===== config.mk =====
export PLATFORM = sky130hd
export DESIGN_NAME = acl_top
export DESIGN_NICKNAME = d
export VERILOG_FILES = /design/src/hdl/acl_pkg.sv /design/src/hdl/acl_smp_if.sv /design/src/hdl/acl_decim.sv /design/src/hdl/acl_top.sv
export SDC_FILE = /design/constraint.sdc
export NUM_CORES = 1
export LEC_CHECK = 0
export BUFFER_PORTS_ARGS = -buffer_cell sky130_fd_sc_hd__buf_2
export CAP_MARGIN = 20
export CORE_MARGIN = 3
export CORE_UTILIZATION = 45
export CTS_CLUSTER_DIAMETER = 200
export DETAILED_ROUTE_END_ITERATION = 16
export PLACE_DENSITY = 0.73
export RECOVER_POWER = 100
export SYNTH_ARGS = -nofsm -noshare
export SYNTH_HDL_FRONTEND = slang
export SYNTH_SLANG_ARGS = --single-unit

===== constraint.sdc =====
create_clock -name clk -period 4.19 [get_ports clk]
set_clock_uncertainty 0.2 [all_clocks]
set_input_delay 0.419 -clock clk [delete_from_list [all_inputs] [get_ports clk]]
set_output_delay 0.419 -clock clk [all_outputs]
set_load 0.02 [all_outputs]

===== src/hdl/acl_pkg.sv =====
package acl_pkg;
  localparam int ADC_W  = 8;
  localparam int RATE_W = 2;
  localparam int THR_W  = 8;
  localparam int LOW_W  = 6;
  localparam int HIGH_W = 10;
  localparam int ADDR_W = 10;
  localparam int DATA_W = 16;

  localparam logic [ADDR_W-1:0] ADDR_RAW  = 10'h00e;
  localparam logic [ADDR_W-1:0] ADDR_DEC  = 10'h00f;
  localparam logic [ADDR_W-1:0] ADDR_CTRL = 10'h010;
  localparam logic [ADDR_W-1:0] ADDR_THR  = 10'h011;
  localparam logic [ADDR_W-1:0] ADDR_LOW  = 10'h012;
  localparam logic [ADDR_W-1:0] ADDR_HIGH = 10'h013;

  localparam int MODE_BIT = 0;

  localparam logic [ADC_W-1:0]  ADC_RST  = 8'h00;
  localparam logic [THR_W-1:0]  THR_RST  = 8'h1e;
  localparam logic [LOW_W-1:0]  LOW_RST  = 6'h1e;
  localparam logic [HIGH_W-1:0] HIGH_RST = 10'h0c8;
  localparam logic              MODE_RST = 1'b0;

  localparam logic [THR_W-1:0] THR_FLOOR_IN = 8'h00;
  localparam logic [THR_W-1:0] THR_CEIL_IN  = 8'hff;
  localparam logic [THR_W-1:0] THR_MIN      = 8'h01;
  localparam logic [THR_W-1:0] THR_MAX      = 8'hfe;
  localparam logic [LOW_W-1:0] LOW_ZERO     = 6'h00;
  localparam logic [LOW_W-1:0] LOW_MIN      = 6'h01;

  localparam int CLK_PERIOD_NS    = 10;
  localparam int SAMPLE_PERIOD_NS = 10000;
  localparam int SAMPLE_CYCLES    = SAMPLE_PERIOD_NS / CLK_PERIOD_NS;

  typedef enum logic [1:0] {LVL_OFF, LVL_LOW, LVL_HIGH} acl_lvl_e;
endpackage : acl_pkg


===== src/hdl/acl_smp_if.sv =====
`timescale 1ns/1ps
interface acl_smp_if #(
  parameter int ADC_W  = 8,
  parameter int RATE_W = 2
);
  logic              tick;
  logic [ADC_W-1:0]  sample;
  logic [RATE_W-1:0] rate_sel;
  logic [ADC_W-1:0]  dec_sample;
  logic              dec_valid;

  modport src (output tick, sample, rate_sel, input dec_sample, dec_valid);
  modport dec (input tick, sample, rate_sel, output dec_sample, dec_valid);
endinterface : acl_smp_if


===== src/hdl/acl_decim.sv =====
`timescale 1ns/1ps
// averages 2**rate_sel consecutive samples
module acl_decim #(
  parameter int ADC_W  = 8,
  parameter int RATE_W = 2
) (
  input wire logic clk,
  input wire logic srst,
  acl_smp_if.dec   bus
);
  localparam int MAXN  = (1 << ((1 << RATE_W) - 1));
  localparam int SUM_W = ADC_W + $clog2(MAXN);

  logic [SUM_W-1:0]  sum_q;
  logic [SUM_W-1:0]  sum_next;
  logic [SUM_W-1:0]  cnt_q;
  logic [SUM_W-1:0]  last_idx;
  logic              window_end;
  logic [ADC_W-1:0]  out_q;
  logic              vld_q;

  assign sum_next   = sum_q + SUM_W'(bus.sample);
  assign last_idx   = SUM_W'((1 << bus.rate_sel) - 1);
  assign window_end = bus.tick && (cnt_q >= last_idx);

  always_ff @(posedge clk) begin
    if (srst) begin
      sum_q <= '0;
      cnt_q <= '0;
      out_q <= '0;
      vld_q <= 1'b0;
    end else begin
      vld_q <= window_end;
      if (window_end) begin
        sum_q <= '0;
        cnt_q <= '0;
        out_q <= ADC_W'(sum_next >> bus.rate_sel);
      end else if (bus.tick) begin
        sum_q <= sum_next;
        cnt_q <= cnt_q + SUM_W'(1);
      end
    end
  end

  assign bus.dec_sample = out_q;
  assign bus.dec_valid  = vld_q;
endmodule : acl_decim


===== src/hdl/acl_top.sv =====
`timescale 1ns/1ps
module acl_top
  import acl_pkg::*;
#(
  parameter int SAMPLE_CYCLES = acl_pkg::SAMPLE_CYCLES
) (
  input  wire logic                          clk,
  input  wire logic                          srst,
  input  wire logic [acl_pkg::ADC_W-1:0]     adc_data,
  input  wire logic [acl_pkg::RATE_W-1:0]    decimation_rate_select,
  input  wire logic                          reg_wr,
  input  wire logic                          reg_rd,
  input  wire logic [acl_pkg::ADDR_W-1:0]    reg_addr,
  input  wire logic [acl_pkg::DATA_W-1:0]    reg_wdata,
  output logic      [acl_pkg::DATA_W-1:0]    reg_rdata_q,
  output logic                               reg_rvalid_q,
  output logic                               sink_low_q,
  output logic                               sink_high_q,
  output logic      [acl_pkg::HIGH_W-1:0]    current_sink_pin_q
);
  import acl_pkg::*;

  localparam int DIV_W = $clog2(SAMPLE_CYCLES);
  localparam logic [DIV_W-1:0] DIV_LAST = DIV_W'(SAMPLE_CYCLES - 1);

  function automatic logic [DATA_W-1:0] zext8(input logic [ADC_W-1:0] v);
    zext8 = DATA_W'(v);
  endfunction : zext8

  // adc pins cross into clk domain
  logic [ADC_W-1:0]  adc_s1_q;
  logic [ADC_W-1:0]  adc_s2_q;
  logic [DIV_W-1:0]  div_q;
  logic              tick_q;
  logic [ADC_W-1:0]  raw_q;
  logic [ADC_W-1:0]  dec_q;
  logic              mode_q;
  logic [THR_W-1:0]  thr_q;
  logic [LOW_W-1:0]  low_q;
  logic [HIGH_W-1:0] high_q;
  acl_lvl_e          lvl_d;

  acl_smp_if #(.ADC_W(ADC_W), .RATE_W(RATE_W)) smp ();

  acl_decim #(.ADC_W(ADC_W), .RATE_W(RATE_W)) u_decim (
    .clk  (clk),
    .srst (srst),
    .bus  (smp.dec)
  );

  assign smp.tick     = tick_q;
  assign smp.sample   = adc_s2_q;
  assign smp.rate_sel = decimation_rate_select;

  always_ff @(posedge clk) begin
    adc_s1_q <= adc_data;
    adc_s2_q <= adc_s1_q;
  end

  // 100 kHz sample strobe
  always_ff @(posedge clk) begin
    if (srst) begin
      div_q  <= '0;
      tick_q <= 1'b0;
    end else begin
      div_q  <= (div_q == DIV_LAST) ? '0 : div_q + DIV_W'(1);
      tick_q <= (div_q == DIV_LAST);
    end
  end

  always_ff @(posedge clk) begin
    if (srst) begin
      raw_q <= ADC_RST;
      dec_q <= ADC_RST;
    end else begin
      if (tick_q) begin
        raw_q <= adc_s2_q;
      end
      if (smp.dec_valid) begin
        dec_q <= smp.dec_sample;
      end
    end
  end

  // register decode
  logic             wr_ctrl;
  logic             wr_thr;
  logic             wr_low;
  logic             wr_high;
  logic [THR_W-1:0] thr_in;
  logic [THR_W-1:0] thr_clamped;
  logic [LOW_W-1:0] low_in;
  logic [LOW_W-1:0] low_clamped;

  assign wr_ctrl     = reg_wr && (reg_addr == ADDR_CTRL);
  assign wr_thr      = reg_wr && (reg_addr == ADDR_THR);
  assign wr_low      = reg_wr && (reg_addr == ADDR_LOW);
  assign wr_high     = reg_wr && (reg_addr == ADDR_HIGH);
  assign thr_in      = reg_wdata[THR_W-1:0];
  assign low_in      = reg_wdata[LOW_W-1:0];
  assign thr_clamped = (thr_in == THR_FLOOR_IN) ? THR_MIN :
                       (thr_in == THR_CEIL_IN)  ? THR_MAX : thr_in;
  assign low_clamped = (low_in == LOW_ZERO) ? LOW_MIN : low_in;

  always_ff @(posedge clk) begin
    if (srst) begin
      mode_q <= MODE_RST;
      thr_q  <= THR_RST;
      low_q  <= LOW_RST;
      high_q <= HIGH_RST;
    end else begin
      if (wr_ctrl) mode_q <= reg_wdata[MODE_BIT];
      if (wr_thr)  thr_q  <= thr_clamped;
      if (wr_low)  low_q  <= low_clamped;
      if (wr_high) high_q <= reg_wdata[HIGH_W-1:0];
    end
  end

  // read mux, reserved bits zero
  logic [DATA_W-1:0] rd_mux;

  assign rd_mux = (reg_addr == ADDR_RAW)  ? zext8(raw_q) :
                  (reg_addr == ADDR_DEC)  ? zext8(dec_q) :
                  (reg_addr == ADDR_CTRL) ? DATA_W'(mode_q) :
                  (reg_addr == ADDR_THR)  ? zext8(thr_q) :
                  (reg_addr == ADDR_LOW)  ? DATA_W'(low_q) :
                  (reg_addr == ADDR_HIGH) ? DATA_W'(high_q) : '0;

  always_ff @(posedge clk) begin
    if (srst) begin
      reg_rdata_q  <= '0;
      reg_rvalid_q <= 1'b0;
    end else begin
      reg_rvalid_q <= reg_rd;
      if (reg_rd) reg_rdata_q <= rd_mux;
    end
  end

  // load current decision
  always_comb begin
    lvl_d = LVL_OFF;
    case (mode_q)
      1'b0: begin
        if (raw_q == ADC_RST)   lvl_d = LVL_OFF;
        else if (raw_q > thr_q) lvl_d = LVL_HIGH;
        else                    lvl_d = LVL_LOW;
      end
      1'b1: begin
        lvl_d = (raw_q == ADC_RST) ? LVL_OFF : LVL_HIGH;
      end
      default: lvl_d = LVL_OFF;
    endcase
  end

  always_ff @(posedge clk) begin
    if (srst) begin
      sink_low_q         <= 1'b0;
      sink_high_q        <= 1'b0;
      current_sink_pin_q <= '0;
    end else begin
      sink_low_q  <= (lvl_d == LVL_LOW);
      sink_high_q <= (lvl_d == LVL_HIGH);
      case (lvl_d)
        LVL_LOW:  current_sink_pin_q <= HIGH_W'(low_q);
        LVL_HIGH: current_sink_pin_q <= high_q;
        default:  current_sink_pin_q <= '0;
      endcase
    end
  end
endmodule : acl_top


# Word-level counts from Yosys, hierarchy flattened
# Index checks and enable logic that the tools add are counted.
# word_totals
elab_cells	62
in_bits	40
ff_bits	128
output_inout_bits	29
# classes
shift	2
add_sub_neg	4
n_bitwise	1
n_eq_ne	10
muxes	14
order_cmp	2
n_reduce_logical	10
# op_table
op	n
$mux 10	6
$eq 10x5->1 const B	4
$eq 10x4->1 const B	2
$pmux 10 s2	1
$logic_not 8->1	2
$mux 8	2
$add 11x1->11 const B	1
$add 11x8->11	1
$ge 11x11->1	1
$shl 1x2->11 const A	1
$shr 11x2->8	1
$sub 11x2->11 const B	1
$add 10x1->10 const B	1
$eq 10x10->1 const B	1
$eq 8x8->1 const B	1
$gt 8x8->1	1
$logic_not 6->1	1
$mux 2	3
$mux 6	1
$logic_and 1x1->1	5
$pmux 2 s2	1
$reduce_or 2->1	2
$eq 2x1->1 const B	1
$eq 2x2->1 const B	1
$not 1->1	1

# Depth between registers and ports, before layout
# depth
ltp_word	7
depth_mapped	14
ltp_nobuf	12

# By module
# Synthesis repeated with hierarchy kept, for this count alone.
# unflattened
hier_cells	645
area_unflattened_um2	5839.4
# by_module_without_submodules
module	instances	cells_per_inst	area_each_um2	seq_area_each_um2
acl_top	1	405	3826.2	1821.7
acl_decim	1	240	2013.2	620.6

# Worst setup path after synthesis
# No wires, ideal clock.
# synth_timing
path_kind	input to register
start	input decimation_rate_select[0] in the netlist's numbering
end	register u_decim.cnt_q[0]
required_time_ns	3.862
path_buffers	2
arrival_time_ns	2.755
path_stages	14
path_slack_ns	1.107
setup_ns	0.128
path_cell_list	clkbuf_1 -> inv_1 -> nor2_1 -> inv_1 -> ha_1 -> nand2b_1 -> ha_1 -> nand4_1 -> or3_1 -> nand2_1 -> nor2_1 -> o21ai_1 -> clkbuf_1 -> nor2_1
# synth_between
elab_chain_len	5
# synth_lines
item	line_no	rtl
start: declaration	acl_top.sv:10	input wire logic [acl_pkg::RATE_W-1:0] decimation_rate_select,
$shl 1x2->11	acl_decim.sv:23	assign last_idx = SUM_W'((1 << bus.rate_sel) - 1);
$sub 11x2->11	acl_decim.sv:23	
$ge 11x11->1	acl_decim.sv:24	assign window_end = bus.tick && (cnt_q >= last_idx);
$logic_and 1x1->1	acl_decim.sv:24	
$reduce_or 2->1 (no line)	-	
end signal: assignment	acl_decim.sv:40	cnt_q <= cnt_q + SUM_W'(1);
end: declaration	acl_decim.sv:16	logic [SUM_W-1:0] cnt_q;
# Every way passes these cells.
# A chain may end at the register's enable or synchronous reset.

# Final worst setup path
# layout_timing
start	input decimation_rate_select[0] in the netlist's numbering
end	register u_decim.out_q[3], in the netlist u_decim.bus.dec_sample[3]
# layout_between
elab_chain_len	4
word_cells_on_any_way	5
cone_classes	1 x add/sub; 1 x order compare; 2 x shift; 1 x reduce/logical
# layout_lines
item	line_no	rtl
$shl 1x2->11	acl_decim.sv:23	
$sub 11x2->11	acl_decim.sv:23	
$ge 11x11->1	acl_decim.sv:24	
$logic_and 1x1->1	acl_decim.sv:24	
end signal: assignment	acl_decim.sv:37	out_q <= ADC_W'(sum_next >> bus.rate_sel);
end: declaration	acl_decim.sv:19	logic [ADC_W-1:0] out_q;
# Parallel ways exist; a longest one is shown, timed or not.

==> results.toml <==
[critical_path]
crit_type = "primary input to flip-flop"
crit_start = "decimation_rate_select[0]"
slowest_delay_ps = 510
crit_chain = "clkbuf_1 > inv_1 > nor2_1 > inv_1 > ha_1 > nand2b_1 > ha_1 > a21o_1 > and3_1 > nor3_1 > inv_1 > a32o_1"
start_kind = "primary input"
endpoint = "u_decim.bus.dec_sample[3]"
critical_path_arrival_ps = 3560
r2r_end = "u_decim.bus.dec_sample[5]"
slowest_stage = "nor3_1"
cp_max_fo = 14
r2r_start = "adc_s2_q[0]"
r2r_slack_ps = 1390
worstRegToRegCells = 9
cp-end-kind = "flip-flop"
cp_common_cell = "inv_1"
required_ps = 4300

[yosys]
yosys_warnings = 0
synthArstFlopShare = 0
avgSynthCellArea_sq_um = 8.95
ys_ff_latch = 122
ys_seq_area_frac = 0.422
postSynthCellCount = 647
yosysUniqueCellTypes = 58
synthesis.area_sq_um = 5790
synth_top_flop_cell = "dfxtp_1"
synth_edf_count = 0

[cts]
htreeDepth = 4
cts_root_buf = "clkbuf_16"
clkTransAtPathRegs_ps = 60
cts_buffers = 17
cts.sinks = 122
insertion_delay_ps = 410
clockBufferDepth = 2
cts_tree = "done"

[power]
p_switching_mw = 0.623
leakagePower_nw = 2.70
pwr-share-comb = 0.052
p_seq_frac = 0.428
ir_drop_mv = 0.289
p_clk_frac = 0.520
swShare = 0.225
internal_power_mw = 2.15
power_mw = 2.77
powerDensity_nw_per_um2 = 409

[die]
die-area_sq_um = 14300
initial_utilization = 0.470
coreArea_sq_um = 12300
pin_count = 69
core.rowCount = 40
dieWidth_um = 119
die_h_um = 119

[finish]
final_util = 0.551
area_delta_synth_final_pct = 17.1
fillCellCount = 1121
final_layout_size_suffix_gt1_frac = 0.106
nets = 776
antenna_cells = 0
layout_common_cells = "dfxtp_1 (122), nor2_1 (89), nand2_1 (58)"
multi_input_area_sq_um = 3090
seq_area_sq_um = 2440
layout.cells.most_common = "dfxtp_1"

[timing]
final_hold_viol_count = 0
post-route-min-period_ps = 3450
hold_ws_ps = 52.3
worstMarginPinSlew_ps = 2150
setup_viol = 0
rsz0062_at_grt = "no"
max_freq_mhz = 290
final_max_slew_viol_count = 52
period_share = 0.824
relSlewSlack = -0.432
tns_ps = 0
fin_ws_ps = 736

[flow_run]
drv_cap = 1

[detailed_routing]
totalWireLength_um = 13300
via_per_inst = 5.46
firstDrtPassIters = 5
drtIter0Drc = 388
post_drt_wl_per_cell_um = 15.0
drc = 0
vias = 4827
drtAntennaViolNets = 0

[place]
place_ws_ps = 688
portBuffers = 56
dp_hpwl_um = 9430
gp_congestion = 0.827

[run_status]
outcome = "finished with violations"
violations = "capacitance limit, slew limit"

[global_route]
grt_max_degree = 52
grt_pass1_vias = 4580
grt_overflow = 0
grt_antenna_before_repair = 1
grt_first_pass_wirelength_um = 22200
grtUsageTotal = 0.191

[worst_hold_path]
hp-class = "primary input to flip-flop"
hp-start = "reg_wdata[9]"
holdPathStages = 3
layer usage:
metal / share of wire / GRT usage / up-vias
met5: 0.00098 / 0 / -
met4: 0.028 / 0.0866 / 2
met2: 0.45 / 0.298 / 157
met1: 0.46 / 0.247 / 2230
li1: - / - / 2407
met3: 0.063 / 0.0489 / 31
power groups by stage:
stage               clock, mW  combinational, mW  sequential, mW
finish                   1.44              0.143            1.19
floorplan                   0             0.0903            1.21
detailed placement          0              0.138            1.21
global route             1.52              0.158            1.19
global placement            0              0.134            1.21
CTS                      1.45              0.145            1.19
cell type report:
type                            count  area share
Multi-Input combinational cell    468       0.455
Sequential cell                   122       0.360
Inverter                           26      0.0144
Clock inverter                     11      0.0177
Tap cell                          168      0.0310
Clock buffer                       21      0.0694
Timing Repair Buffer               68      0.0520
logic make-up (layout without fill, tap and decap cells):
| logic type | Yosys count | count (layout) | synth area share |
|---|---|---|---|
| muxes | 36 | 36 | 0.0713 |
| and+or+nand+nor | 241 | 241 | 0.195 |
| DFF | 122 | 122 | 0.422 |
| other | 2 | 9 | 0.00130 |
| xor gates and xnor gates | 22 | 22 | 0.0333 |
| buffers and inverters | 64 | 126 | 0.0478 |
| AOI/OAI and AO/OA | 127 | 127 | 0.157 |
| adders and majority gates | 33 | 33 | 0.0726 |
synthesized netlist by cell type (all sizes together), types with 2 or more instances:
cell	number	share of area
a32o	3	0.0052
nand4b	3	0.0045
or4	3	0.0045
ha	32	0.069
nor2b	12	0.013
dfxtp	122	0.42
or3	2	0.0022
mux2i	30	0.052
a311oi	3	0.0045
or2	2	0.0022
xor2	13	0.020
mux4	4	0.016
buf	14	0.015
a2111oi	2	0.0052
nor2	90	0.059
mux2	2	0.0039
o21ai	17	0.015
nand2b	4	0.0043
nor4	3	0.0032
o211ai	9	0.012
and3	16	0.017
conb	2	0.0013
nand3	20	0.017
a31oi	4	0.0043
a221oi	9	0.014
a211o	6	0.0091
o21a	8	0.010
a211oi	11	0.015
and2	2	0.0022
nor3	13	0.011
nand2	58	0.038
a221o	2	0.0035
a21o	5	0.0065
clkbuf	24	0.016
nand4	9	0.0097
a22oi	12	0.016
a21oi	25	0.022
a22o	4	0.0060
xnor2	9	0.014
inv	26	0.017
through the flow:
stage                     std cells  cell area, sq um
final                           884              6780
after global routing            884              6780
after global placement          844              6160
after floorplan                 654              5820
after CTS                       884              6830
after detailed placement        844              6160
sequential cells by signal, summed over array words and instances (netlist names), 6 cells and up:
name / count
reg_rdata_q: 10
adc_s2_q: 8
u_decim.bus.dec_sample: 8
low_q: 6
high_q: 10
dec_q: 8
div_q: 10
u_decim.sum_q: 11
u_decim.cnt_q: 11
current_sink_pin_q: 10
adc_s1_q: 8
raw_q: 8
thr_q: 8
what timing repair did:
action	in CTS	in global routing
setup buffers	0	0
gates resized for setup	0	0
hold buffers	8	0
hold endpoints to repair	8	0
setup endpoints to repair	0	0
how the worst min path moves through the flow:
stage / to / slack, ps
final: high_q[9] / 50
after global routing: high_q[8] / 60
after CTS: high_q[9] / 40
after detailed placement: adc_s2_q[6] / 110
after global placement: adc_s2_q[2] / 110
after floorplan: adc_s2_q[0] / 110
worst max-delay path, delay by kind of cell:
family                     cells  cell delay [ps]
AOI/OAI and AO/OA              2              450
and+or+nand+nor                4             1200
buffers and inverters          4             1000
adders and majority gates      2              490
No activity file was read; power rests on OpenSTA's default activity.
